**src/hdl/pct_regs.svh**
```systemverilog
// Register map, reset values, field positions and pattern codes
// Assumes a 32-bit Wishbone slave; each register index is a word
// What this block does
// - Compliance bit 4 enables 10BASE-T patterns
// - Extended bit 4 enables 100BASE-TX test mode
// - Codes 0-5: pulses, repeats, preamble
// - Codes 6-9: pulse+idle, 1001, random
// - 100BASE-TX code is {ext bit5, select[3:0]}
// - Send one then code-count zeros
// - Code zero sends only zeros
// - Converged when error below 15-bit limit
// - 3-bit field sets gain retrain interval
// - Bit selects gain recalibration step size
// - Bits pick energy-lost trigger and clear
`ifndef PCT_REGS_SVH
`define PCT_REGS_SVH
// Register indexes; byte address is four times the index
`define PCT_IDX_COMPT   12'h027
`define PCT_IDX_DSP     12'h101
`define PCT_IDX_ENWIN   12'h10A
`define PCT_IDX_MSE     12'h123
`define PCT_IDX_GAIN    12'h130
`define PCT_IDX_EXT     12'h428
// Reset values
`define PCT_RST_COMPT   16'h0000
`define PCT_RST_DSP     16'h2082
`define PCT_RST_ENWIN   16'h2040
`define PCT_RST_MSE     16'h051C
`define PCT_RST_GAIN    16'h4F28
`define PCT_RST_EXT     16'h0000
// Writable bit masks
`define PCT_WM_COMPT    16'h001F
`define PCT_WM_DSP      16'hFF9F
`define PCT_WM_ENWIN    16'hFFFF
`define PCT_WM_MSE      16'h7FFF
`define PCT_WM_GAIN     16'h7FFF
`define PCT_WM_EXT      16'h0030
// Field positions
`define PCT_EN_BIT      4
`define PCT_CODE_MSB    5
`define PCT_MSE_HI      14
`define PCT_RT_HI       14
`define PCT_RT_LO       12
`define PCT_GAIN_EN     11
`define PCT_STEP_BIT    10
`define PCT_ELT_BIT     9
`define PCT_ELC_BIT     8
`define PCT_WD_HI       7
`define PCT_WD_OFF      4
// Misc constants
`define PCT_LFSR_SEED   16'hACE1
`define PCT_LFSR_TAPS   16'hB400
`endif

```
**src/hdl/pct_pkg.sv**
```systemverilog
// Types shared by the compliance test and DSP tuning block
// Assumes pct_regs.svh supplies the numeric constants
package pct_pkg;
    // Test engine mode, Gray coded along idle -> 10M -> 100M
    typedef enum logic [1:0] {
        PCT_IDLE = 2'h0,
        PCT_T10  = 2'h1,
        PCT_T100 = 2'h3
    } pct_mode_e;
    // One line symbol towards the transmit pair
    typedef struct packed {
        logic data;   // Symbol value
        logic drive;  // Pair driven
        logic idle;   // Idle waveform phase
    } pct_line_s;
    // DSP tuning fields handed to the receive datapath
    typedef struct packed {
        logic [7:0] energyLostTh;   // Energy lost threshold
        logic       dfeFreeze;      // Equaliser freeze
        logic       watchdogOff;    // Sequencer watchdog off
        logic [2:0] badMseTime;     // Bad error timer select
        logic       edgeOnlyInt;    // Energy edge only
        logic [7:0] energyWindow;   // Energy window length
        logic [7:0] energyOnTh;     // Energy on threshold
        logic       gainStep;       // Recalibration step
        logic       energyLostTrig; // Energy lost trigger
        logic       energyLostClr;  // Energy lost clear mode
        logic [7:0] sequencerWatchdogCount; // Watchdog count
    } pct_dsp_s;
endpackage

```
**src/hdl/pct_compliance_dsp.sv**
```systemverilog
// Compliance test pattern engine and DSP tuning registers
// Assumes a classic Wishbone master and a 50 MHz sys_clk
`timescale 1ns/10ps
`include "pct_regs.svh"
module pct_compliance_dsp #(
    parameter int TICK_DIV     = 5,     // Clocks per line symbol
    parameter int FRAME_LEN    = 16,    // Symbols per repeat
    parameter int RETRAIN_BASE = 8192   // Clocks at interval 0
) (
    input  wire logic             sys_clk,   // 50 MHz clock
    input  wire logic             rst,       // Async reset, high
    input  wire logic             wb_cyc_i,  // Bus cycle
    input  wire logic             wb_stb_i,  // Strobe
    input  wire logic             wb_we_i,   // Write enable
    input  wire logic [13:0]      wb_adr_i,  // Byte address
    input  wire logic [3:0]       wb_sel_i,  // Byte lanes
    input  wire logic [31:0]      wb_dat_i,  // Write data
    output logic      [31:0]      wb_dat_o,  // Read data
    output logic                  wb_ack_o,  // Acknowledge
    input  wire logic [14:0]      mseValue,  // Measured error
    output pct_pkg::pct_line_s    lineOut,   // Pair symbol
    output logic                  convergedFlag, // Below limit
    output logic                  retrainPulse,  // Gain retrain
    output pct_pkg::pct_dsp_s     dspCfg     // Tuning fields
);
    import pct_pkg::*;

    localparam int RT_W = $clog2(RETRAIN_BASE) + 8; // Timer width
    localparam int FP_W = $clog2(FRAME_LEN);        // Position width
    localparam int TK_W = $clog2(TICK_DIV + 1);     // Divider width

    // Elaboration checks
    if (TICK_DIV < 1 || FRAME_LEN < 2 || RETRAIN_BASE < 2) begin : g_bad
        $error("pct_compliance_dsp: parameter out of range");
    end

    ////////////////////////////////////////////////////////////////////
    // Register storage
    logic [15:0] compt_reg;   // Compliance select
    logic [15:0] dsp_reg;     // Energy/watchdog control
    logic [15:0] enwin_reg;   // Energy window
    logic [15:0] mse_reg;     // Convergence limit
    logic [15:0] gain_reg;    // Gain retrain control
    logic [15:0] ext_reg;     // Extended test control

    // Bus decode
    wire [11:0] regIdx   = wb_adr_i[13:2];
    wire        busReq   = wb_cyc_i && wb_stb_i && !wb_ack_o;
    wire        wrStrobe = busReq && wb_we_i;
    wire        hitCompt = regIdx == `PCT_IDX_COMPT;
    wire        hitDsp   = regIdx == `PCT_IDX_DSP;
    wire        hitEnwin = regIdx == `PCT_IDX_ENWIN;
    wire        hitMse   = regIdx == `PCT_IDX_MSE;
    wire        hitGain  = regIdx == `PCT_IDX_GAIN;
    wire        hitExt   = regIdx == `PCT_IDX_EXT;
    wire [15:0] laneMask = {{8{wb_sel_i[1]}}, {8{wb_sel_i[0]}}};

    // Unmapped addresses read as zero and still get an ack
    wire [15:0] readMux =
        hitCompt ? compt_reg :
        hitDsp   ? dsp_reg   :
        hitEnwin ? enwin_reg :
        hitMse   ? mse_reg   :
        hitGain  ? gain_reg  :
        hitExt   ? ext_reg   : 16'h0000;

    // Byte-lane and writable-bit merge of a write
    function automatic logic [15:0] wrMerge(input logic [15:0] old,
                                            input logic [15:0] wmask,
                                            input logic [15:0] lanes,
                                            input logic [15:0] wdat);
        logic [15:0] m;
        m = wmask & lanes;
        return (old & ~m) | (wdat & m);
    endfunction

    // Bus answer: ack registered one cycle after the request, drops the next cycle
    always_ff @(posedge sys_clk or posedge rst) begin
        if (rst) begin
            wb_ack_o <= 1'b0;
            wb_dat_o <= 32'h0000_0000;
        end else begin
            wb_ack_o <= busReq;
            wb_dat_o <= busReq ? {16'h0000, readMux} : wb_dat_o;
        end
    end

    // Register writes; reserved bits stay zero via the masks
    always_ff @(posedge sys_clk or posedge rst) begin
        if (rst) begin
            compt_reg <= `PCT_RST_COMPT;
            dsp_reg   <= `PCT_RST_DSP;
            enwin_reg <= `PCT_RST_ENWIN;
            mse_reg   <= `PCT_RST_MSE;
            gain_reg  <= `PCT_RST_GAIN;
            ext_reg   <= `PCT_RST_EXT;
        end else if (wrStrobe) begin
            if (hitCompt) compt_reg <= wrMerge(compt_reg, `PCT_WM_COMPT, laneMask, wb_dat_i[15:0]);
            if (hitDsp)   dsp_reg   <= wrMerge(dsp_reg, `PCT_WM_DSP, laneMask, wb_dat_i[15:0]);
            if (hitEnwin) enwin_reg <= wrMerge(enwin_reg, `PCT_WM_ENWIN, laneMask, wb_dat_i[15:0]);
            if (hitMse)   mse_reg   <= wrMerge(mse_reg, `PCT_WM_MSE, laneMask, wb_dat_i[15:0]);
            if (hitGain)  gain_reg  <= wrMerge(gain_reg, `PCT_WM_GAIN, laneMask, wb_dat_i[15:0]);
            if (hitExt)   ext_reg   <= wrMerge(ext_reg, `PCT_WM_EXT, laneMask, wb_dat_i[15:0]);
        end
    end

    ////////////////////////////////////////////////////////////////////
    // DSP tuning fields, wired straight from register flops
    // step select bit
    assign dspCfg = '{
        energyLostTh:   dsp_reg[15:8],
        dfeFreeze:      dsp_reg[7],
        watchdogOff:    dsp_reg[`PCT_WD_OFF],
        badMseTime:     dsp_reg[3:1],
        edgeOnlyInt:    dsp_reg[0],
        energyWindow:   enwin_reg[15:8],
        energyOnTh:     enwin_reg[7:0],
        gainStep:       gain_reg[`PCT_STEP_BIT],
        energyLostTrig: gain_reg[`PCT_ELT_BIT],
        energyLostClr:  gain_reg[`PCT_ELC_BIT],
        sequencerWatchdogCount: gain_reg[`PCT_WD_HI:0]
    };

    wire mseBelow = mseValue < mse_reg[`PCT_MSE_HI:0];
    always_ff @(posedge sys_clk or posedge rst) begin
        if (rst) convergedFlag <= 1'b0;
        else     convergedFlag <= mseBelow;
    end

    logic [RT_W-1:0] retrainCnt_reg;  // Clocks since last retrain
    wire  [2:0]      retrainSel = gain_reg[`PCT_RT_HI:`PCT_RT_LO];
    wire  [RT_W-1:0] retrainTop = RT_W'(RETRAIN_BASE - 1) << retrainSel
                                  | RT_W'((1 << retrainSel) - 1);
    wire             retrainHit = retrainCnt_reg >= retrainTop;
    // Interval shortened by a rewrite takes effect at once
    always_ff @(posedge sys_clk or posedge rst) begin
        if (rst) begin
            retrainCnt_reg <= '0;
            retrainPulse   <= 1'b0;
        end else if (!gain_reg[`PCT_GAIN_EN]) begin
            retrainCnt_reg <= '0;
            retrainPulse   <= 1'b0;
        end else begin
            retrainCnt_reg <= retrainHit ? '0 : retrainCnt_reg + 1'b1;
            retrainPulse   <= retrainHit;
        end
    end

    ////////////////////////////////////////////////////////////////////
    // Symbol rate divider
    logic [TK_W-1:0] tickCnt_reg;  // Divider count
    wire symTick = tickCnt_reg == '0;
    // Width named once so the reload cast stays a plain size cast
    always_ff @(posedge sys_clk or posedge rst) begin
        if (rst) tickCnt_reg <= '0;
        else     tickCnt_reg <= symTick ? TK_W'(TICK_DIV - 1)
                                        : tickCnt_reg - 1'b1;
    end

    // Mode selection; 100 Mbps test wins when both are set
    // 10 Mbps enable
    wire en10  = compt_reg[`PCT_EN_BIT];
    wire en100 = ext_reg[`PCT_EN_BIT];
    pct_mode_e modeState_reg, modeState_next;
    assign modeState_next = en100 ? PCT_T100 : en10 ? PCT_T10 : PCT_IDLE;
    always_ff @(posedge sys_clk or posedge rst) begin
        if (rst) modeState_reg <= PCT_IDLE;
        else     modeState_reg <= modeState_next;
    end

    wire [4:0] code100 = {ext_reg[`PCT_CODE_MSB], compt_reg[3:0]};
    logic       en100Prev_reg;  // Enable seen last cycle
    logic [4:0] loaded_reg;     // Code latched at enable rise
    logic [4:0] zeroCnt_reg;    // Position in one-then-zeros
    // code captured only on enable rise
    always_ff @(posedge sys_clk or posedge rst) begin
        if (rst) begin
            en100Prev_reg <= 1'b0;
            loaded_reg    <= 5'h00;
        end else begin
            en100Prev_reg <= en100;
            if (en100 && !en100Prev_reg) loaded_reg <= code100;
        end
    end

    // Frame position, random source and 100M zero counter
    logic [FP_W-1:0] framePos_reg;  // Symbol within frame
    logic [15:0]     lfsr_reg;      // Random data source
    always_ff @(posedge sys_clk or posedge rst) begin
        if (rst) begin
            framePos_reg <= '0;
            lfsr_reg     <= `PCT_LFSR_SEED;
            zeroCnt_reg  <= 5'h00;
        end else if (modeState_reg == PCT_IDLE) begin
            framePos_reg <= '0;
            zeroCnt_reg  <= 5'h00;
        end else if (symTick) begin
            framePos_reg <= (framePos_reg == FP_W'(FRAME_LEN - 1)) ? '0
                            : framePos_reg + 1'b1;
            lfsr_reg     <= {1'b0, lfsr_reg[15:1]}
                            ^ (lfsr_reg[0] ? `PCT_LFSR_TAPS : 16'h0000);
            zeroCnt_reg  <= (zeroCnt_reg >= loaded_reg) ? 5'h00
                            : zeroCnt_reg + 1'b1;
        end
    end

    // Next symbol on the pair
    wire       firstSym = framePos_reg == '0;
    wire [3:0] sel10    = compt_reg[3:0];
    pct_line_s lineOut_next;
    always_comb begin
        lineOut_next = '{data: 1'b0, drive: 1'b0, idle: 1'b0};
        unique case (modeState_reg)
            PCT_IDLE: lineOut_next = '{data: 1'b0, drive: 1'b0, idle: 1'b0};
            PCT_T100: begin
                lineOut_next.drive = 1'b1;
                lineOut_next.data  = (loaded_reg != 5'h00) && (zeroCnt_reg == 5'h00);
            end
            PCT_T10: begin
                unique case (sel10)
                    4'h0: lineOut_next = '{data: firstSym, drive: firstSym, idle: 1'b0};
                    4'h1: lineOut_next = '{data: firstSym, drive: firstSym, idle: 1'b0};
                    4'h2: lineOut_next = '{data: 1'b0, drive: firstSym, idle: 1'b0};
                    4'h3: lineOut_next = '{data: 1'b1, drive: 1'b1, idle: 1'b0};
                    4'h4: lineOut_next = '{data: 1'b0, drive: 1'b1, idle: 1'b0};
                    4'h5: lineOut_next = '{data: !framePos_reg[0], drive: 1'b1, idle: 1'b0};
                    4'h6: lineOut_next = '{data: firstSym, drive: 1'b1, idle: !firstSym};
                    4'h7: lineOut_next = '{data: 1'b0, drive: 1'b1, idle: !firstSym};
                    4'h8: lineOut_next = '{data: framePos_reg[1] ~^ framePos_reg[0],
                                           drive: 1'b1, idle: 1'b0};
                    4'h9: lineOut_next = '{data: lfsr_reg[0], drive: 1'b1, idle: 1'b0};
                    4'hA, 4'hB, 4'hC, 4'hD, 4'hE, 4'hF:
                        lineOut_next = '{data: framePos_reg[0] ^ sel10[0],
                                         drive: 1'b1, idle: 1'b1};
                endcase
            end
            default: lineOut_next = '{data: 1'b0, drive: 1'b0, idle: 1'b0};
        endcase
    end

    // Line output register
    always_ff @(posedge sys_clk or posedge rst) begin
        if (rst) lineOut <= '{data: 1'b0, drive: 1'b0, idle: 1'b0};
        else     lineOut <= lineOut_next;
    end
endmodule

```
**config.mk**
```make
export PLATFORM = sky130hd
export DESIGN_NAME = pct_compliance_dsp
export DESIGN_NICKNAME = d
export VERILOG_FILES = /design/src/hdl/pct_pkg.sv /design/src/hdl/pct_compliance_dsp.sv
export VERILOG_INCLUDE_DIRS = /design/src /design/src/hdl
export SDC_FILE = /design/constraint.sdc
export NUM_CORES = 1
export LEC_CHECK = 0
export ABC_AREA = 1
export BUFFER_PORTS_ARGS = -buffer_cell sky130_fd_sc_hd__clkbuf_2
export CORE_MARGIN = 2
export CORE_UTILIZATION = 52
export DETAILED_ROUTE_END_ITERATION = 8
export HOLD_SLACK_MARGIN = 0.06
export PLACE_DENSITY = 0.74
export SLEW_MARGIN = 20
export SYNTH_ARGS = -nofsm -noshare
export SYNTH_HDL_FRONTEND = slang
export SYNTH_SLANG_ARGS = --single-unit
```
**constraint.sdc**
```tcl
create_clock -name sys_clk -period 5.43 [get_ports sys_clk]
set_input_delay 0.2715 -clock sys_clk [delete_from_list [all_inputs] [get_ports sys_clk]]
set_output_delay 0.2715 -clock sys_clk [all_outputs]
set_load 0.005 [all_outputs]
```
Yosys cells after proc, flatten, opt, wreduce, memory -nomap -nowiden
Cells that the tools add are included.
{"block": "totals", "wordCells": 129, "out_inout_bits": 79, "ff_bits": 175, "input_bits": 70}
{"block": "classes", "n_eq_ne": 24, "magnitude_cmp": 3, "n_reduce_logical": 25, "n_shift": 2, "add_sub_neg": 5, "n_mux": 22, "bitwise_logic": 27}
{"operator": "16-bit bitwise AND", "n": 8}
{"operator": "16-bit 2-to-1 mux", "n": 7}
{"operator": "16-bit bitwise OR", "n": 6}
{"operator": "12-bit by 9-bit equality test with 1-bit output, second input constant", "n": 4}
{"operator": "21-bit 2-to-1 mux", "n": 2}
{"operator": "4-bit equality test, second input constant", "n": 9}
{"operator": "16-bit NOT", "n": 2}
{"operator": "3-bit case mux with 10 select lines", "n": 1}
{"operator": "21-bit by 1-bit adder with 21-bit output, second input constant", "n": 1}
{"operator": "21-bit greater-or-equal comparator", "n": 1}
{"operator": "21-bit bitwise OR", "n": 1}
{"operator": "1-bit by 3-bit left shift with 21-bit output, first input constant", "n": 1}
{"operator": "13-bit by 3-bit left shift with 21-bit output, first input constant", "n": 1}
{"operator": "21-bit by 2-bit subtractor with 21-bit output, second input constant", "n": 1}
{"operator": "16-bit by 15-bit bitwise AND with 16-bit output", "n": 1}
{"operator": "16-bit by 5-bit bitwise AND with 16-bit output", "n": 1}
{"operator": "16-bit by 6-bit bitwise AND with 16-bit output", "n": 1}
{"operator": "4-bit by 3-bit equality test with 1-bit output, second input constant", "n": 4}
{"operator": "15-bit NOT with 16-bit output", "n": 1}
{"operator": "5-bit NOT with 16-bit output", "n": 1}
{"operator": "6-bit NOT with 16-bit output", "n": 1}
{"operator": "15-bit by 16-bit bitwise XOR with 16-bit output", "n": 1}
{"operator": "15-bit < comparator", "n": 1}
{"operator": "5-bit 2-to-1 mux", "n": 3}
{"operator": "other kinds (29)", "n": 48}

Logic depth before layout (Yosys ltp)
Gate-level depths: netlist (run 1).
{"block": "depth", "word_depth": 7, "ltp_mapped": 18, "depth_no_buf": 16}

Worst setup path after synthesis (run 1)
No wires, ideal clock.
{"block": "synth_path", "kind": "register -> register", "startpoint": "register (tool-made name)", "endpoint": "register retrainCnt_reg[17]", "required_time_ns": 5.309, "path_slack_ns": 2.827, "stages_incl_launch_ff": 19, "arrival_ns": 2.481, "setup_ns": 0.121, "path_buffers": 2, "synth_period_minus_slack_ns": 2.603, "cell_sequence": "dfstp_2 -> clkbuf_1 -> nor2_1 -> inv_1 -> nor2_1 -> inv_1 -> ha_1 -> nand3_1 -> o21ai_0 -> inv_1 -> ha_1 -> nand2_1 -> nor2_1 -> nand4_1 -> nor2_1 -> o21ai_1 -> nand3_1 -> buf_2 -> nor2_1"}
{"item": "end signal, assigned", "line_no": "pct_compliance_dsp.sv:144", "source": "retrainCnt_reg <= retrainHit ? '0 : retrainCnt_reg + 1'b1;"}
{"item": "end, declared", "line_no": "pct_compliance_dsp.sv:130", "source": "logic [RT_W-1:0] retrainCnt_reg;"}

==> out/results.txt, run 1 <==
CP max FO = 20
row count = 45
Setup Fix Bufs, Post-CTS = 0
dpl cell area = 8720 sq um
Final Cell Area = 9350 sq um
Tot GR Track Use = 0.238
global route total overflow = 0
via count = 6645
layout cells sized above 1 = 0.230
Core Area = 15300 sq um
minimum clock period after layout = 3.19 ns
Post-Syn Area = 8170 sq um
commonest non-fill, non-tap cell in the layout = nand2_1
LEAKAGE = 4.79 nW
fin crit share = 0.588
WHS = 0.109 ns
CP arrival = 3.52 ns
element type at the critical path end = flop
Synth top area share = 0.368
CTS tree = done
clk buf depth = 2
Slew headroom = 0.389
vias per cell = 5.05
Max-cap violations = 0
fin cells = 1316
Mean Syn Cell Area = 8.26 sq um
Clock transition at path regs = 0.06 ns
Remaining DRCs = 0
Yosys warnings = 0
area delta synth->final = 14.5%
Setup TNS = 0 ns
Synth cell types = 40
Final nets = 1202
die height = 129 um
Slew Limit Fails = 0
Clk Latency, worst-skew pair = 0.42 ns
Initial Util = 0.535
Worst-Margin Slew = 0.915 ns
root buf cell = clkbuf_16
Num CTS Buffers = 17
Hold/Removal Path Class = in -> reg
Initial DRC Count = 552
status = completed
largest net degree at the start of global routing = 92
first-pass GRT wire length = 31100 um
Seq/Total Area, Yosys = 0.448
antenna violations before repair = 0
hold path startpoint = wb_dat_i[6]
final hold violations = 0
Max H-tree Level = 4
Startpoint Class = flop
die footprint = 16700 sq um
Yosys reg bits = 145
largest cells by area after synthesis = dfrtp_1 (37%), nand2_1 (13%), dfstp_2 (8.0%)
Routed wire per std cell = 14.2 um
I/O Pins = 149
# setup viols final = 0
critical path class = reg -> reg
Syn Inst Count = 989
PwrDens = 257 nW/um^2
number of global-route vias before repair = 6388
Post-DRT Antenna Nets = 0
Pre-antenna DRT Iters = 5
Required @ worst endpoint = 5.75 ns
gp weighted congestion = 0.883
area leader, netlist = dfrtp_1
commonest non-fill, non-tap cells in the layout = nand2_1 (277), dfrtp_1 (120), clkbuf_2 (112), inv_1 (100), nor2_1 (93)
Die X = 129 um
Worst VDD drop = 210 uV
diode count = 0
Clock Skew = 0.0138 ns
WL final = 18700 um
Cells after DPL = 1283
DPL Wire Length = 13500 um
TritonCTS Sinks = 145
RSZ-0062 raised after global routing = no
quantity of I/O buffers inserted on ports = 112
fmax = 313 MHz
metal layers:
metal	track usage	wire length [um]	up-vias
li1	-	-	3352
met1	0.322	8560	3093
met2	0.382	8800	180
met3	0.0462	1010	20
met4	0.0882	293	0
met5	0	0	-
area by class of cell:
class                   instances  area (sq um)
repair buffers                114           578
clock inverters                 8           126
multi-input cells             706          3810
inverters                     108           423
clock buffers                  24           492
fillers                      1364          5910
flip-flops and latches        145          3660
well taps                     211           264
worst max-delay path, cell delays in order (launching register included):
cell	delay, ns
dfrtp_1	0.43
nor2_1	0.24
inv_1	0.08
nor2_1	0.14
inv_1	0.06
ha_1	0.26
a21oi_1	0.22
ha_1	0.27
a21oi_1	0.13
o21ai_0	0.09
nand2_1	0.06
nand2_1	0.05
nor2_1	0.16
nand3_1	0.61
nor2_1	0.28
cell usage after synthesis, drive strengths merged:
cell type  number
nand2         294
dfrtp         120
inv           108
nor2          108
o21ai         100
nand3          49
buf            41
ha             40
a21oi          27
dfstp          25
nand4          20
xor2           14
nor3            7
xnor2           7
clkbuf          6
nand3b          5
o22ai           4
o211ai          3
a21o            2
a31oi           2
o21a            2
a211oi          1
conb            1
o21bai          1
o31ai           1
or2             1
report_power, final:
| part | total [mW] | leakage (nW) | switching, mW | internal, mW |
|---|---|---|---|---|
| combinational | 0.103 | 2.55 | 0.0741 | 0.0286 |
| sequential | 1.08 | 1.93 | 0.000945 | 1.08 |
| clock | 1.22 | 0.304 | 0.446 | 0.773 |
| total | 2.41 | 4.79 | 0.521 | 1.88 |
logic make-up after synthesis:
| family | synth area share |
|---|---|
| DFF | 0.448 |
| and+or+nand+nor | 0.262 |
| AOI/OAI and AO/OA | 0.112 |
| adders and majority gates | 0.0613 |
| xor gates and xnor gates | 0.0225 |
| buffers and inverters | 0.0935 |
| other | 0.000459 |
worst paths after layout:
kind                                            to  slack [ns]  cells after the start
worst max-delay path            retrainCnt_reg[17]        2.24                     14
worst min-delay path                          flop        0.11                      3
worst max register to register  retrainCnt_reg[17]        2.24                     14
worst min register to register      tickCnt_reg[0]        0.46                      1
max in group asynchronous             wb_dat_o[14]        3.66                      4
min in group asynchronous                 wb_ack_o        0.57                      3
stage by stage:
| step | util | total power, mW | setup WS (ns) |
|---|---|---|---|
| floorplan | - | 1.17 | 1.31 |
| global placement | 0.572 | 1.20 | 2.32 |
| detailed placement | 0.572 | 1.21 | 2.26 |
| CTS | 0.613 | 2.42 | 2.23 |
| global route | 0.613 | 2.48 | 1.84 |
| finish | 0.613 | 2.41 | 2.24 |
timing repair:
| action | CTS | global route |
|---|---|---|
| hold endpoints to repair | 34 | 0 |
| hold buffers | 1 | 0 |
| gates resized for setup | 0 | 0 |
Note: power is estimated with default switching activity, not from simulation.
==> inputs of run 2 (changes only) <==
Settings changed: ABC_AREA 1 to 0, CORE_UTILIZATION 52 to 50, PLACE_DENSITY 0.74 to 0.75.
Clock period 5.43 ns to 2.7 ns, I/O delays scaled along.
==> run 2 against run 1 <==
Against the previous run: clock skew down 0.0064 ns; non-clock buffer count is 43 higher; design area decreased by 1.4%; hold slack improved by 0.015 ns; sequential power up 100%; critical path depth is 4 lower.
==> out/results.txt, run 2 <==
Fillers = 1176
Die X = 127 um
root buf cell = clkbuf_16
fmax = 391 MHz
combinational share of power = 0.048
first-pass GRT wire length = 29100 um
Final Cell Area = 9220 sq um
global route total overflow = 0
Num CTS Buffers = 17
Final nets = 946
Worst Reg-to-Reg Cells = 10
Seq/Total Area, Yosys = 0.482
pre-CTS WS = -0.0193 ns
largest net degree at the start of global routing = 63
R2R Setup Slk = 0.14 ns
Initial Util = 0.505
clk buf depth = 2
final hold violations = 0
Post-synth EDFFs = 0
Tot Pwr = 4.62 mW
Synth top area share = 0.396
Post-Syn Area = 7590 sq um
worst hold endpoint = convergedFlag
Synth async-reset ratio = 1.00
Tot GR Track Use = 0.227
Required @ worst endpoint = 3.05 ns
Post-DRT Antenna Nets = 0
clock share of power = 0.477
Main synth FF type = dfrtp_1
commonest non-fill, non-tap cells in the layout = dfrtp_1 (120), clkbuf_2 (112), nand2_1 (51), mux2_1 (48), nor2_1 (43)
WHS = 0.124 ns
Max-cap violations = 0
Clock transition at path regs = 0.06 ns
antenna violations before repair = 1
Clock Skew = 0.00734 ns
Yosys reg bits = 145
Hold Path Depth = 4
Core Area = 15000 sq um
fin cells = 1038
I/O Pins = 149
Pre-antenna DRT Iters = 6
Slew headroom = 0.409
Worst VDD drop = 373 uV
number of global-route vias before repair = 5789
Switching Share = 0.229
most common cell in the netlist = dfrtp_1
WL final = 17600 um
Initial DRC Count = 401
die footprint = 16200 sq um
Slew Limit Fails = 0
fin crit share = 0.946
area leader, netlist = dfrtp_1
TritonCTS Sinks = 145
Startpoint Class = flop
status = completed
largest cells by area after synthesis = dfrtp_1 (40%), dfstp_2 (8.7%), mux2_1 (7.1%)
quantity of I/O buffers inserted on ports = 112
DPL Wire Length = 12400 um
Hold/Removal Path Class = in -> reg
commonest non-fill, non-tap cell in the layout = dfrtp_1
minimum clock period after layout = 2.56 ns
critical path class = reg -> reg
area delta synth->final = 21.5%
P_int = 3.56 mW
dpl cell area = 8360 sq um
Post-synth top cells = dfrtp_1 (120), nand2_1 (51), mux2_1 (48)
Worst-Margin Slew = 0.884 ns
CTS tree = done
gp weighted congestion = 0.860
Mean Syn Cell Area = 10.9 sq um
post-route setup slack = 0.144 ns
Clk Latency, worst-skew pair = 0.42 ns
die height = 127 um
Psw = 1.06 mW
Sequential Power Share = 0.474
Syn Inst Count = 695
Cells after DPL = 982
CP max FO = 10
Max H-tree Level = 4
row count = 45
CP arrival = 2.91 ns
Synth cell types = 65
vias per cell = 5.58
via count = 5796
PwrDens = 501 nW/um^2
Yosys warnings = 0
Routed wire per std cell = 17.0 um
Remaining DRCs = 0
layout cells sized above 1 = 0.304
# setup viols final = 0
RSZ-0062 raised after global routing = no
RR Endpoint = retrainCnt_reg[6]
LEAKAGE = 4.48 nW
element type at the critical path end = flop
hold path startpoint = mseValue[14]
## run 2: what timing repair did
item | CTS | global route
buffers inserted | 0 | 4
hold endpoints to repair | 85 | 0
hold buffers | 17 | 0
pin swaps | 0 | 8
gates resized for setup | 3 | 9
gates cloned | 0 | 2
setup endpoints to repair | 18 | 20
## run 2: power groups by stage
stage / Combinational [mW] / Clock (mW) / Sequential, mW
final: 0.223 / 2.20 / 2.19
after global routing: 0.252 / 2.34 / 2.19
after CTS: 0.224 / 2.24 / 2.19
after detailed placement: 0.204 / 0 / 2.23
after global placement: 0.201 / 0 / 2.23
after floorplan: 0.118 / 0 / 2.23
## run 2: metrics by stage
step           utilization  TNS (ns)
6_report             0.613         0
2_1_floorplan            -         0
5_1_grt              0.613         0
3_3_place_gp         0.556         0
3_5_place_dp         0.556   -0.0193
4_1_cts              0.605         0
## run 2: kinds of logic (layout without fill, tap and decap cells)
| family | after synthesis | count (layout) | share of synthesized area |
|---|---|---|---|
| adders and majority gates | 40 | 40 | 0.0660 |
| buffers and inverters | 86 | 223 | 0.0569 |
| other | 1 | 19 | 0.000494 |
| AOI/OAI and AO/OA | 124 | 124 | 0.109 |
| and+or+nand+nor | 191 | 191 | 0.133 |
| muxes | 83 | 83 | 0.123 |
| DFF | 145 | 145 | 0.482 |
| xor gates and xnor gates | 25 | 25 | 0.0289 |
## run 2: how the worst max path moves through the flow
| stage | startpoint | to | slack (ns) |
|---|---|---|---|
| after floorplan | flop | retrainCnt_reg[12] | 0.0009 |
| after global placement | flop | retrainCnt_reg[3] | 0.06 |
| after detailed placement | flop | retrainCnt_reg[10] | -0.02 |
| after CTS | flop | retrainCnt_reg[18] | 0.02 |
| after global routing | flop | retrainCnt_reg[11] | 0.01 |
| final | flop | retrainCnt_reg[6] | 0.14 |
## run 2: area by class of cell
cell class                      count  area [sq um]  area share
Antenna cell                        1          2.50    0.000271
Clock buffer                       20           447      0.0484
Clock inverter                     12           111      0.0121
Inverter                           34           131      0.0142
Multi-Input combinational cell    481          3620       0.393
Sequential cell                   145          3660       0.397
Tap cell                          188           235      0.0255
Timing Repair Buffer              157          1010       0.110
## run 2: metal layers
metal	routed length [um]	up-vias	GRT usage
met4	379	0	0.0879
met2	8390	201	0.359
met1	7500	2826	0.296
met5	0	-	0
li1	-	2736	-
met3	1340	33	0.0670
## run 2: critical path, stage by stage, from the launching register on
cell and delay [ns]:
dfstp_2 0.39, or3_4 0.39, ha_4 0.24, nor2b_2 0.14, ha_1 0.27, nand3_1 0.08
a21oi_1 0.08, o41ai_2 0.29, nand3_2 0.25, clkbuf_16 0.24, nor2_1 0.11
